## config.mk

```make
export PLATFORM = sky130hd
export DESIGN_NAME = ldor_option_regs
export DESIGN_NICKNAME = d
export VERILOG_FILES = /design/src/common/ldor_pkg.sv /design/src/rtl/ldor_option_regs.sv
export VERILOG_INCLUDE_DIRS = /design/src /design/src/common
export SDC_FILE = /design/constraint.sdc
export NUM_CORES = 1
export LEC_CHECK = 0
export BUFFER_PORTS_ARGS = -buffer_cell sky130_fd_sc_hd__buf_2
export CORE_ASPECT_RATIO = 1.2
export CORE_MARGIN = 2
export CORE_UTILIZATION = 55
export DETAILED_ROUTE_END_ITERATION = 8
export PLACE_DENSITY = 0.91
export RECOVER_POWER = 25
export SYNTH_ARGS = -nofsm -noshare
export SYNTH_HDL_FRONTEND = slang
export SYNTH_SLANG_ARGS = --single-unit
```

## constraint.sdc

```tcl
create_clock -name clock -period 4.89 [get_ports clock]
set_input_delay 0.2445 -clock clock [delete_from_list [all_inputs] [get_ports clock]]
set_output_delay 0.2445 -clock clock [all_outputs]
set_load 0.01 [all_outputs]
```

## src/common/ldor_defines.svh

```systemverilog
`ifndef LDOR_DEFINES_SVH
`define LDOR_DEFINES_SVH

// ----------------------------------------------------------------
// address map: byte address = {bank, index, 2'b00}
// ----------------------------------------------------------------
`define LDOR_ADDR_W       13
`define LDOR_BANK_FLOPPY  3'h0
`define LDOR_BANK_PAR     3'h3
`define LDOR_BANK_SER1    3'h4
`define LDOR_BANK_LOCAL   3'h7
`define LDOR_IDX_PP_MODE  8'hf0
`define LDOR_IDX_SER1     8'hf0
`define LDOR_IDX_PP_MODE2 8'hf1
`define LDOR_IDX_DTYPE    8'hf2
`define LDOR_IDX_FRSVD    8'hf3
`define LDOR_IDX_DRV0     8'hf4
`define LDOR_IDX_DRV1     8'hf5
`define LDOR_IDX_INT_STAT 8'h00
`define LDOR_IDX_INT_MASK 8'h01
`define LDOR_IDX_EPP_FLAG 8'h02

// ----------------------------------------------------------------
// reset values and writable-bit masks
// ----------------------------------------------------------------
`define LDOR_PP_MODE_RST  8'h3c
`define LDOR_PP_MODE2_RST 8'h00
`define LDOR_SER1_RST     8'h00
`define LDOR_DTYPE_RST    8'hff
`define LDOR_DRV_RST      8'h00
`define LDOR_DRV_WMASK    8'h5b
`define LDOR_SER1_WMASK   8'h83
`define LDOR_PP2_WMASK    8'h10

// ----------------------------------------------------------------
// field positions and bus answers
// ----------------------------------------------------------------
`define LDOR_PP_PULSE_BIT 7
`define LDOR_PP2_TMO_BIT  4
`define LDOR_SER_SHARE    7
`define LDOR_PRECOMP_BIT  6
`define LDOR_INT_TMO      0
`define LDOR_INT_ACK      1
`define LDOR_RESP_OKAY    2'h0
`define LDOR_RESP_SLVERR  2'h2

`endif

```

## src/common/ldor_pkg.sv

```systemverilog
package ldor_pkg;

  typedef enum logic [2:0] {
    PP_SPP      = 3'b000,
    PP_EPP19    = 3'b001,
    PP_ECP      = 3'b010,
    PP_ECPEPP19 = 3'b011,
    PP_PRINTER  = 3'b100,
    PP_EPP17    = 3'b101,
    PP_RSVD     = 3'b110,
    PP_ECPEPP17 = 3'b111
  } ldor_ppmode_e;

  typedef enum logic [3:0] {
    SEL_NONE     = 4'b0000,
    SEL_PP_MODE  = 4'b0001,
    SEL_PP_MODE2 = 4'b0010,
    SEL_SER1     = 4'b0011,
    SEL_DTYPE    = 4'b0100,
    SEL_FRSVD    = 4'b0101,
    SEL_DRV0     = 4'b0110,
    SEL_DRV1     = 4'b0111,
    SEL_INT_STAT = 4'b1000,
    SEL_INT_MASK = 4'b1001,
    SEL_EPP_FLAG = 4'b1010
  } ldor_sel_e;

  typedef struct packed {
    logic [1:0] driveTypeSelect;
    logic [1:0] rateTableSelect;
    logic       precompDisable;
  } ldor_drvopt_s;

  typedef struct packed {
    ldor_ppmode_e mode;
    logic [3:0]   fifoThreshold;
    logic         pulseIrq;
    logic         timeoutByRead;
  } ldor_paropt_s;

  typedef struct packed {
    logic midiEnable;
    logic highSpeed;
    logic shareIrq;
  } ldor_seropt_s;

  typedef struct packed {
    logic [7:0]  ppMode;
    logic [7:0]  ppMode2;
    logic [7:0]  serMode;
    logic [7:0]  driveType;
    logic [7:0]  drv0;
    logic [7:0]  drv1;
    logic [1:0]  intStat;
    logic [1:0]  intMask;
    logic        eppFlag;
    logic        readDly;
    logic        ackDly;
    logic        awHeld;
    logic        wHeld;
    logic [12:0] awAddr;
    logic [7:0]  wData;
    logic        wStrb0;
    logic        awready;
    logic        wready;
    logic        bvalid;
    logic [1:0]  bresp;
    logic        arready;
    logic        rvalid;
    logic [7:0]  rdata;
    logic [1:0]  rresp;
    logic        irq;
    logic        ppIrqOut;
    logic        ppIrqOe;
    logic        uart1Out;
    logic        uart2Out;
  } ldor_state_s;

endpackage

```

## src/rtl/ldor_option_regs.sv

```systemverilog
// Contract
// - drive type register F2: A in 1:0, B in 3:2, 7:4 spare, resets 0xFF
// - floppy index F3 is read-only and always reads zero
// - drive option F4: type 1:0, rate table 4:3, bits 2,5,7 zero, reset 0x00
// - option bit 6 set disables write precompensation, clear enables it
// - drive option F5 has the same layout and reset as F4
// - parallel mode bits 2:0 decode to printer, SPP, EPP, ECP combinations
// - parallel mode bits 6:3 hold FIFO threshold 0111, register resets 0x3C
// - style bit one pulses interrupt low then releases; zero follows acknowledge
// - style ignored in printer and SPP modes; level interrupt in ECP modes
// - mode-two bit 4 picks timeout clear: write one, or end of read
// - serial mode bit 0 enables MIDI, bit 1 high speed, reset 0x00
// - serial mode bit 7 makes both ports share one interrupt
// - with sharing set, both interrupt lines assert when either port interrupts
`timescale 1ns/1ps
`include "ldor_defines.svh"

module ldor_option_regs (
  input  wire logic                      clock,           // 40 MHz system clock
  input  wire logic                      rst,             // synchronous reset, active high
  input  wire logic [`LDOR_ADDR_W-1:0]   awaddr,          // write address
  input  wire logic                      awvalid,         // write address valid
  output logic                           awready,         // write address ready
  input  wire logic [31:0]               wdata,           // write data
  input  wire logic [3:0]                wstrb,           // write byte strobes
  input  wire logic                      wvalid,          // write data valid
  output logic                           wready,          // write data ready
  output logic [1:0]                     bresp,           // write response
  output logic                           bvalid,          // write response valid
  input  wire logic                      bready,          // write response ready
  input  wire logic [`LDOR_ADDR_W-1:0]   araddr,          // read address
  input  wire logic                      arvalid,         // read address valid
  output logic                           arready,         // read address ready
  output logic [31:0]                    rdata,           // read data
  output logic [1:0]                     rresp,           // read response
  output logic                           rvalid,          // read data valid
  input  wire logic                      rready,          // read data ready
  output logic                           irq,             // level interrupt, high active
  output logic [7:0]                     driveTypeStore,  // stored drive types
  output ldor_pkg::ldor_drvopt_s         drive0Opt,       // first drive options
  output ldor_pkg::ldor_drvopt_s         drive1Opt,       // second drive options
  output ldor_pkg::ldor_paropt_s         parallelOpt,     // parallel port options
  output ldor_pkg::ldor_seropt_s         serialOpt,       // serial port 1 options
  input  wire logic                      ackN,            // parallel acknowledge, low active
  input  wire logic                      ecpIrqReq,       // ecp core level request
  output logic                           ppIrqOut,        // parallel interrupt pin value
  output logic                           ppIrqOe,         // parallel interrupt pin enable
  input  wire logic                      eppTimeoutSet,   // epp timeout event pulse
  input  wire logic                      eppStatusRead,   // high during epp status read
  output logic                           eppTimeoutFlag,  // epp timeout flag
  input  wire logic                      uart1Irq,        // serial port 1 request
  input  wire logic                      uart2Irq,        // serial port 2 request
  output logic                           uart1IrqOut,     // serial port 1 interrupt line
  output logic                           uart2IrqOut      // serial port 2 interrupt line
);

  // ----------------------------------------------------------------
  // decode helpers
  // ----------------------------------------------------------------

  // one map for both the read and the write path
  function automatic ldor_pkg::ldor_sel_e decodeAddr(input logic [`LDOR_ADDR_W-1:0] a);
    logic [2:0] bank;
    logic [7:0] idx;
    bank = a[12:10];
    idx  = a[9:2];
    decodeAddr = ldor_pkg::SEL_NONE;
    if (a[1:0] != 2'h0) begin
      decodeAddr = ldor_pkg::SEL_NONE;
    end else if (bank == `LDOR_BANK_FLOPPY && idx == `LDOR_IDX_DTYPE) begin
      decodeAddr = ldor_pkg::SEL_DTYPE;
    end else if (bank == `LDOR_BANK_FLOPPY && idx == `LDOR_IDX_FRSVD) begin
      decodeAddr = ldor_pkg::SEL_FRSVD;
    end else if (bank == `LDOR_BANK_FLOPPY && idx == `LDOR_IDX_DRV0) begin
      decodeAddr = ldor_pkg::SEL_DRV0;
    end else if (bank == `LDOR_BANK_FLOPPY && idx == `LDOR_IDX_DRV1) begin
      decodeAddr = ldor_pkg::SEL_DRV1;
    end else if (bank == `LDOR_BANK_PAR && idx == `LDOR_IDX_PP_MODE) begin
      decodeAddr = ldor_pkg::SEL_PP_MODE;
    end else if (bank == `LDOR_BANK_PAR && idx == `LDOR_IDX_PP_MODE2) begin
      decodeAddr = ldor_pkg::SEL_PP_MODE2;
    end else if (bank == `LDOR_BANK_SER1 && idx == `LDOR_IDX_SER1) begin
      decodeAddr = ldor_pkg::SEL_SER1;
    end else if (bank == `LDOR_BANK_LOCAL && idx == `LDOR_IDX_INT_STAT) begin
      decodeAddr = ldor_pkg::SEL_INT_STAT;
    end else if (bank == `LDOR_BANK_LOCAL && idx == `LDOR_IDX_INT_MASK) begin
      decodeAddr = ldor_pkg::SEL_INT_MASK;
    end else if (bank == `LDOR_BANK_LOCAL && idx == `LDOR_IDX_EPP_FLAG) begin
      decodeAddr = ldor_pkg::SEL_EPP_FLAG;
    end
  endfunction

  // epp transfer modes without the ecp layer
  function automatic logic isEpp(input logic [2:0] m);
    isEpp = (m == ldor_pkg::PP_EPP19) || (m == ldor_pkg::PP_EPP17);
  endfunction

  // any mode that carries the ecp layer
  function automatic logic isEcp(input logic [2:0] m);
    isEcp = (m == ldor_pkg::PP_ECP) || (m == ldor_pkg::PP_ECPEPP19) || (m == ldor_pkg::PP_ECPEPP17);
  endfunction

  ldor_pkg::ldor_state_s st_r;
  ldor_pkg::ldor_state_s st_nxt;
  ldor_pkg::ldor_sel_e   wrSel;
  ldor_pkg::ldor_sel_e   rdSel;
  logic                  doWrite;
  logic                  ackEdge;
  logic                  readEnd;
  logic                  pulseMode;
  logic [1:0]            intSet;
  logic [1:0]            intClr;
  logic                  flagClr;
  logic [7:0]            rdVal;

  // ----------------------------------------------------------------
  // next-state logic
  // ----------------------------------------------------------------

  // one copy of the whole state, filled in a single pass
  always_comb begin
    st_nxt    = st_r;
    wrSel     = decodeAddr(st_r.awAddr);
    rdSel     = decodeAddr(araddr);
    doWrite   = st_r.awHeld && st_r.wHeld && !st_r.bvalid;
    ackEdge   = ackN && !st_r.ackDly;
    readEnd   = st_r.readDly && !eppStatusRead;
    pulseMode = st_r.ppMode[`LDOR_PP_PULSE_BIT] && isEpp(st_r.ppMode[2:0]);
    intSet    = 2'h0;
    intClr    = 2'h0;
    flagClr   = 1'b0;
    rdVal     = 8'h00;

    // address and data channels are taken in either order
    if (awvalid && st_r.awready) begin
      st_nxt.awHeld = 1'b1;
      st_nxt.awAddr = awaddr;
    end
    if (wvalid && st_r.wready) begin
      st_nxt.wHeld  = 1'b1;
      st_nxt.wData  = wdata[7:0];
      st_nxt.wStrb0 = wstrb[0];
    end

    // register writes; only byte lane 0 carries data
    if (doWrite) begin
      st_nxt.awHeld = 1'b0;
      st_nxt.wHeld  = 1'b0;
      st_nxt.bvalid = 1'b1;
      st_nxt.bresp  = (wrSel == ldor_pkg::SEL_NONE) ? `LDOR_RESP_SLVERR : `LDOR_RESP_OKAY;
      if (st_r.wStrb0) begin
        if (wrSel == ldor_pkg::SEL_PP_MODE) begin
          st_nxt.ppMode = st_r.wData;
        end else if (wrSel == ldor_pkg::SEL_PP_MODE2) begin
          st_nxt.ppMode2 = st_r.wData & `LDOR_PP2_WMASK;
        end else if (wrSel == ldor_pkg::SEL_SER1) begin
          st_nxt.serMode = st_r.wData & `LDOR_SER1_WMASK;
        end else if (wrSel == ldor_pkg::SEL_DTYPE) begin
          st_nxt.driveType = st_r.wData;
        end else if (wrSel == ldor_pkg::SEL_DRV0) begin
          st_nxt.drv0 = st_r.wData & `LDOR_DRV_WMASK;
        end else if (wrSel == ldor_pkg::SEL_DRV1) begin
          st_nxt.drv1 = st_r.wData & `LDOR_DRV_WMASK;
        end else if (wrSel == ldor_pkg::SEL_INT_STAT) begin
          intClr = st_r.wData[1:0];
        end else if (wrSel == ldor_pkg::SEL_INT_MASK) begin
          st_nxt.intMask = st_r.wData[1:0];
        end else if (wrSel == ldor_pkg::SEL_EPP_FLAG) begin
          // write-one clear only when the read-clear method is off
          flagClr = st_r.wData[0] && !st_r.ppMode2[`LDOR_PP2_TMO_BIT];
        end
      end
    end
    if (st_r.bvalid && bready) begin
      st_nxt.bvalid = 1'b0;
    end
    st_nxt.awready = !st_nxt.awHeld && !st_nxt.bvalid;
    st_nxt.wready  = !st_nxt.wHeld && !st_nxt.bvalid;

    // read mux; F3 and unmapped space read as zero
    if (rdSel == ldor_pkg::SEL_PP_MODE) begin
      rdVal = st_r.ppMode;
    end else if (rdSel == ldor_pkg::SEL_PP_MODE2) begin
      rdVal = st_r.ppMode2;
    end else if (rdSel == ldor_pkg::SEL_SER1) begin
      rdVal = st_r.serMode;
    end else if (rdSel == ldor_pkg::SEL_DTYPE) begin
      rdVal = st_r.driveType;
    end else if (rdSel == ldor_pkg::SEL_FRSVD) begin
      rdVal = 8'h00;
    end else if (rdSel == ldor_pkg::SEL_DRV0) begin
      rdVal = st_r.drv0;
    end else if (rdSel == ldor_pkg::SEL_DRV1) begin
      rdVal = st_r.drv1;
    end else if (rdSel == ldor_pkg::SEL_INT_STAT) begin
      rdVal = {6'h00, st_r.intStat};
    end else if (rdSel == ldor_pkg::SEL_INT_MASK) begin
      rdVal = {6'h00, st_r.intMask};
    end else if (rdSel == ldor_pkg::SEL_EPP_FLAG) begin
      rdVal = {7'h00, st_r.eppFlag};
    end
    if (arvalid && st_r.arready) begin
      st_nxt.rvalid = 1'b1;
      st_nxt.rdata  = rdVal;
      st_nxt.rresp  = (rdSel == ldor_pkg::SEL_NONE) ? `LDOR_RESP_SLVERR : `LDOR_RESP_OKAY;
    end else if (st_r.rvalid && rready) begin
      st_nxt.rvalid = 1'b0;
    end
    st_nxt.arready = !st_nxt.rvalid;

    // timeout flag: read-end clear is only armed in method one; set wins
    st_nxt.readDly = eppStatusRead;
    if (readEnd && st_r.ppMode2[`LDOR_PP2_TMO_BIT]) begin
      flagClr = 1'b1;
    end
    st_nxt.eppFlag = (st_r.eppFlag && !flagClr) || eppTimeoutSet;

    // parallel interrupt pin; style bit only matters in epp modes
    st_nxt.ackDly = ackN;
    if (isEcp(st_r.ppMode[2:0])) begin
      st_nxt.ppIrqOe  = 1'b1;
      st_nxt.ppIrqOut = ecpIrqReq;
    end else if (pulseMode) begin
      // one low cycle per acknowledge, then let the pin float
      st_nxt.ppIrqOe  = ackEdge;
      st_nxt.ppIrqOut = 1'b0;
    end else begin
      st_nxt.ppIrqOe  = 1'b1;
      st_nxt.ppIrqOut = ackN;
    end

    // sharing ties both lines to either request
    if (st_r.serMode[`LDOR_SER_SHARE]) begin
      st_nxt.uart1Out = uart1Irq || uart2Irq;
      st_nxt.uart2Out = uart1Irq || uart2Irq;
    end else begin
      st_nxt.uart1Out = uart1Irq;
      st_nxt.uart2Out = uart2Irq;
    end

    // sticky status; a set in the clearing cycle survives
    intSet[`LDOR_INT_TMO] = eppTimeoutSet;
    intSet[`LDOR_INT_ACK] = ackEdge;
    st_nxt.intStat = (st_r.intStat & ~intClr) | intSet;
    st_nxt.irq     = |(st_nxt.intStat & st_nxt.intMask);
  end

  // ----------------------------------------------------------------
  // state register
  // ----------------------------------------------------------------

  // reset loads defaults for every power and bus reset case alike
  always_ff @(posedge clock) begin
    if (rst) begin
      st_r           <= '0;
      st_r.ppMode    <= `LDOR_PP_MODE_RST;
      st_r.ppMode2   <= `LDOR_PP_MODE2_RST;
      st_r.serMode   <= `LDOR_SER1_RST;
      st_r.driveType <= `LDOR_DTYPE_RST;
      st_r.drv0      <= `LDOR_DRV_RST;
      st_r.drv1      <= `LDOR_DRV_RST;
      st_r.awready   <= 1'b1;
      st_r.wready    <= 1'b1;
      st_r.arready   <= 1'b1;
      st_r.ackDly    <= 1'b1;
    end else begin
      st_r <= st_nxt;
    end
  end

  // ----------------------------------------------------------------
  // outputs, all taken from the state register
  // ----------------------------------------------------------------

  assign awready         = st_r.awready;
  assign wready          = st_r.wready;
  assign bvalid          = st_r.bvalid;
  assign bresp           = st_r.bresp;
  assign arready         = st_r.arready;
  assign rvalid          = st_r.rvalid;
  assign rresp           = st_r.rresp;
  assign rdata           = {24'h000000, st_r.rdata};
  assign irq             = st_r.irq;
  assign driveTypeStore  = st_r.driveType;
  assign drive0Opt       = '{st_r.drv0[1:0], st_r.drv0[4:3], st_r.drv0[`LDOR_PRECOMP_BIT]};
  assign drive1Opt       = '{st_r.drv1[1:0], st_r.drv1[4:3], st_r.drv1[`LDOR_PRECOMP_BIT]};
  assign parallelOpt     = '{ldor_pkg::ldor_ppmode_e'(st_r.ppMode[2:0]), st_r.ppMode[6:3],
                             st_r.ppMode[`LDOR_PP_PULSE_BIT], st_r.ppMode2[`LDOR_PP2_TMO_BIT]};
  assign serialOpt       = '{st_r.serMode[0], st_r.serMode[1], st_r.serMode[`LDOR_SER_SHARE]};
  assign ppIrqOut        = st_r.ppIrqOut;
  assign ppIrqOe         = st_r.ppIrqOe;
  assign eppTimeoutFlag  = st_r.eppFlag;
  assign uart1IrqOut     = st_r.uart1Out;
  assign uart2IrqOut     = st_r.uart2Out;
endmodule

```

==> results.yml, run 1 <==
grt:
  grt_pass1_wl_um: 17190
  overflow: 0
  grt_pass1_vias: 3699
  grt_usage: 0.2439
  antenna_found_initial: 0
  grt_max_degree: 60
synth:
  netlist_top_cells_area: "dfxtp_1 36%, buf_4 11%, mux2i_1 7.4%, nand2_1 6.8%, a21oi_1 4.6%"
  async_flop_share: 0
  syn_avg_cell_area_um2: 8.208
  synth_top_area_share: 0.3638
  synth_top_flop_cell: "dfxtp_1"
  synthMuxAreaShare: 0.08422
  synth.distinct_cells: 64
  synth-seq-area-share: 0.3638
  synth_compound_area_frac: 0.1471
  yosys.area_share.xor_xnor: 0.003930
  synth_top_family_by_area: "simple AND/OR/NAND/NOR gates"
  syn-cell-area_um2: 4457
  synthSimpleGateAreaFrac: 0.2580
  synth_fa_ha_area_frac: 0
  synth_edf_count: 0
  synthCells: 543
  ys_seq_elements: 81
  synth.largest_area_cell: "dfxtp_1"
  ys_warn_count: 0
placed_design:
  place.gp.congestion: 0.9292
  dpl.hpwl_um: 7752
  io_buffers: 98
  dpl.cell_count: 669
  dp_slack_ns: 2.216
timing:
  fin_crit_ns: 2.696
  fin_tns_setup_ns: 0
  tightest_slew_ns: 0.7945
  rsz0062_at_grt: "no"
  setup_viol: 0
  fmax_mhz: 370.9
  finalMaxSlewViolations: 0
  slew_headroom: 0.4664
  layout_setup_ws_ns: 2.194
  fin_skew_ns: 0.01750
  post-route-period-util: 0.5513
  hold_viol: 0
power:
  leakagePower_nw: 2.053
  power_density_nw_per_um2: 295.2
  ir_drop_mv: 0.1719
clocking:
  cts_hold_buf: 0
  cts_buffers: 9
  clock_path_buffers: 2
  insertion_delay_ns: 0.36
  root_buffer: "clkbuf_8"
  cts_resized: 0
  clock_sinks: 81
  cts_tree: "yes"
  htree_levels: 3
  post_cts_buffers: 0
  clk_pin_slew_ns: 0.09
die:
  rows: 35
  die_h_um: 102.6
  initial_core_util: 0.5750
  die_x_um: 86.18
  core_um2: 7751
  die_area_um2: 8842
  ios: 152
hold_path:
  hold_path_class: "input port to flop"
final_layout:
  nets: 663
  diodes: 0
  area_delta_synth_final_pct: 6.990
  regArea_um2: 1622
  drive_above_1_share: 0.2040
  stdcell_count: 685
  multi_input_area_um2: 2296
  num-fill-cells: 682
critical_path:
  crit_fanout: 8
  critPathLaunchType: "flop"
  required_ns: 5.12
  worstSetupPathType: "flop to flop"
  r2r_slack_ns: 2.19
  worst_ep_arrival_time_ns: 2.92
  endpoint_kind: "flop"
detailed_routing:
  firstDrtPassIters: 5
  drt-total-wl_um: 10830
  drc_errors: 0
  dr.first_iter.drc_count: 333
  ant_nets: 0
  via_per_inst: 5.797
  vias: 3971
  post_drt_wl_per_cell_um: 15.81
run:
  maxCapViolations: 0
status:
  run_status: "finished clean"
## per-layer routing
| metal | track usage | part of all wire | routed length (um) |
|---|---|---|---|
| met5 | 0 | 0 | 0 |
| met4 | 0.1154 | 0.030 | 329 |
| met3 | 0.06485 | 0.075 | 812 |
| met2 | 0.4180 | 0.50 | 5404 |
| met1 | 0.2844 | 0.40 | 4283 |
## cell type report
cell class | count | area share
clock buffer | 10 | 0.02676
tap | 92 | 0.02414
inverter | 10 | 0.007872
timing repair buffer | 99 | 0.1008
clock inverter | 6 | 0.01889
sequential | 81 | 0.3401
multi-input combinational | 387 | 0.4815
## kinds of logic after synthesis
kind of cell / Yosys count
buffers and inverters: 100
other: 1
AOI/OAI and AO/OA: 100
and+or+nand+nor: 222
DFF: 81
xor gates and xnor gates: 2
muxes: 37
## per-stage QoR
| stage | util | hold slack [ns] | cell area (um^2) | total power [W] |
|---|---|---|---|---|
| detailed placement | 0.5893 | 0.4488 | 4568 | 0.0008770 |
| finish | 0.6152 | 0.09667 | 4768 | 0.001408 |
| CTS | 0.6174 | 0.07975 | 4786 | 0.001412 |
| global route | 0.6152 | 0.09296 | 4768 | 0.001461 |
| global placement | 0.5893 | 0.4354 | 4568 | 0.0008698 |
| floorplan | - | 0.3492 | 4551 | 0.0008435 |
## critical path, stage by stage, from the launching register on
cell       delay (ns)
dfxtp_1          0.46
and3b_1          0.24
o2111ai_1        0.25
o2111ai_1        0.19
a32oi_1          0.41
nand3_1          0.55
mux2i_1          0.38
nand2_1          0.09
## state kept, by name, summed over array words and instances (netlist names), 3 cells and up
register and count:
serialOpt 3, rdata 8, parallelOpt 9, driveTypeStore 8
drive0Opt 5, drive1Opt 5, st_r 30
## synthesized netlist by cell type (all sizes together) (5+ instances only)
| master | n |
|---|---|
| nand2b | 6 |
| nor2 | 43 |
| o21ai | 11 |
| nand2 | 81 |
| a31oi | 7 |
| mux2i | 33 |
| inv | 10 |
| a21oi | 42 |
| nor4 | 8 |
| and3 | 5 |
| buf | 76 |
| nand4 | 9 |
| o2111ai | 5 |
| or4 | 5 |
| and2 | 6 |
| nor3 | 19 |
| clkbuf | 14 |
| nand3 | 10 |
| dfxtp | 81 |
## placed cells by master (no fill, tap or decap), types with 7 or more instances in the layout
cell type,synthesis,layout
buf_2,7,84
nand2_1,81,81
dfxtp_1,81,81
nor2_1,43,43
a21oi_1,41,41
mux2i_1,33,33
conb_1,1,26
nor3_1,16,16
clkbuf_1,13,15
inv_1,10,10
nand3_1,10,10
o21ai_0,10,10
nand4_1,9,9
clkbuf_8,0,9
a31oi_1,7,7
## path summary, 6_finish.rpt
| path | cells after the start | to | startpoint |
|---|---|---|---|
| min reg2reg | 2 | rresp[1]$_SDFFE_PP0P_ | rresp[1]$_SDFFE_PP0P_ |
| min | 2 | st_r[46]$_SDFF_PP1_ | ackN |
| max reg2reg | 7 | driveTypeStore[0]$_SDFFE_PP1P_ | st_r[43]$_SDFFE_PP0P_ |
| max | 7 | driveTypeStore[0]$_SDFFE_PP1P_ | st_r[43]$_SDFFE_PP0P_ |
## report_power, final
part,internal [W],switching (W)
Combinational,0.0000541,0.0000935
Sequential,0.000687,0.0000298
Clock,0.000290,0.000254
Note: power is estimated with default switching activity, not from simulation.
==> run 2, diff against run 1 <==
CORE_UTILIZATION = 46   (was 55)
PLACE_DENSITY = 0.82   (was 0.91)
clock period = 2.4 ns   (was 4.89 ns; I/O delays follow)
==> run 2 against run 1 <==
Against the previous run: utilization decreased by 7.7 points; sequential power increased by 100%; global-route usage decreased by 3.7 points; clock power increased to 2.6 times the previous value; count of clock-buffer cells in the layout decreased by 1; non-clock buffer count increased by 21; cell area increased by 6.8%; critical path type unchanged; largest cell class unchanged.
==> results.yml, run 2 (synthesized netlist as in run 1, its figures left out) <==
final_layout:
  largest_reg_flops: 30
  area_delta_synth_final_pct: 14.29
  drive_above_1_share: 0.2296
  regMostFlops: "st_r"
  diodes: 0
  num-fill-cells: 886
  final_common_cell: "nand2_1"
  stdcell_count: 737
  final_cell_mix: "81 x nand2_1, 79 x dfxtp_1, 72 x buf_2"
  nets: 684
run:
  maxCapViolations: 0
die:
  die_h_um: 111.8
  core_um2: 9467
  die_x_um: 93.86
  ios: 152
  die_area_um2: 10500
  rows: 39
  initial_core_util: 0.4708
power:
  sw_frac_of_total: 0.2645
  ir_drop_mv: 0.4094
  leakagePower_nw: 2.183
  power_frac_comb: 0.102
  power_w: 0.003194
  p_switching_w: 0.0008447
  power_density_nw_per_um2: 627.0
  pwr-share-clk: 0.442
  p_int_w: 0.002349
  p_seq_frac: 0.456
placed_design:
  dpl.hpwl_um: 7955
  io_buffers: 98
  place.gp.congestion: 0.8800
  dpl.cell_count: 720
timing:
  fmax_mhz: 436.4
  slew_headroom: 0.4294
  finalMaxSlewViolations: 0
  fin_skew_ns: 0.01054
  fin_tns_setup_ns: 0
  hold_viol: 0
  rsz0062_at_grt: "yes"
  post-route-period-util: 0.9548
  fin_crit_ns: 2.291
  tightest_slew_ns: 0.8486
  setup_viol: 0
clocking:
  cts_tree: "yes"
  clk_pin_slew_ns: 0.07
  root_buffer: "clkbuf_16"
  clock_path_buffers: 2
  cts_buffers: 9
  insertion_delay_ns: 0.34
  htree_levels: 3
  clock_sinks: 81
  cts_hold_buf: 0
grt:
  grt_pass1_wl_um: 17550
  overflow: 0
  grt_usage: 0.2068
  antenna_found_initial: 0
  grt_pass1_vias: 3717
  grt_max_degree: 59
critical_path:
  crit_fanout: 5
  worst_ep_arrival_time_ns: 2.50
  required_ns: 2.60
  endpoint_kind: "flop"
  worstSetupPathType: "flop to flop"
  critPathLaunchType: "flop"
detailed_routing:
  firstDrtPassIters: 5
  drc_errors: 0
  dr.first_iter.drc_count: 216
  via_per_inst: 5.442
  post_drt_wl_per_cell_um: 15.07
  vias: 4011
  ant_nets: 0
  drt-total-wl_um: 11110
hold_path:
  hold_path_class: "input port to flop"
status:
  run_status: "finished clean"
run 2: cell type report:
| cell class | instances | area [um^2] | share of cell area |
|---|---|---|---|
| inverter | 10 | 37.54 | 0.007369 |
| timing repair buffer | 120 | 635.6 | 0.1248 |
| multi-input combinational | 387 | 2333 | 0.4581 |
| clock buffer | 9 | 225.2 | 0.04422 |
| sequential | 81 | 1624 | 0.3188 |
| clock inverter | 7 | 83.83 | 0.01646 |
| tap | 123 | 153.9 | 0.03021 |
run 2: per-stage QoR:
stage | area [um^2] | util | hold WS [ns] | setup slack, ns
floorplan | 4551 | - | 0.2247 | 0.1245
global placement | 4770 | 0.5038 | 0.3390 | 0.04655
detailed placement | 4770 | 0.5038 | 0.3516 | -0.04304
CTS | 5084 | 0.5370 | 0.004853 | 0.03540
global route | 5094 | 0.5381 | 0.007517 | -0.01909
finish | 5094 | 0.5381 | 0.007395 | 0.1086
run 2: metal layers:
metal  up-vias  GRT usage  share of wire
met3        21    0.04195          0.059
li1       1966          -              -
met4         0    0.08116          0.022
met2       138     0.3633           0.51
met5         -          0              0
met1      1886     0.2436           0.41
run 2: what timing repair did:
action,in CTS,in global routing
buffers inserted,0,1
hold endpoints to repair,0,0
resized for setup,1,9
pin swaps,0,4
endpoints found under the setup margin,3,26
run 2: final timing paths:
path	start	end	slack [ns]	cells after the start
max	st_r[43]$_SDFFE_PP0P_	drive1Opt[0]$_SDFFE_PP0P_	0.11	7
max reg2reg	st_r[43]$_SDFFE_PP0P_	drive1Opt[0]$_SDFFE_PP0P_	0.11	7
min	uart1Irq	uart1IrqOut$_SDFF_PP0_	0.007	3
min reg2reg	rresp[1]$_SDFFE_PP0P_	rresp[1]$_SDFFE_PP0P_	0.45	2
run 2: power groups by stage:
| stage | combinational (W) | clock, W | sequential [W] |
|---|---|---|---|
| after floorplan | 0.000252 | 0 | 0.00147 |
| after global placement | 0.000311 | 0 | 0.00148 |
| after detailed placement | 0.000320 | 0 | 0.00148 |
| after CTS | 0.000325 | 0.00142 | 0.00145 |
| after global routing | 0.000364 | 0.00148 | 0.00146 |
| final | 0.000326 | 0.00141 | 0.00146 |
run 2: critical path: stages, from the launching register on:
cell	delay [ns]
dfxtp_1	0.31
or3_1	0.41
or4_4	0.44
a41oi_2	0.22
o21ai_2	0.09
or3_4	0.46
mux2i_1	0.18
nor2_1	0.06
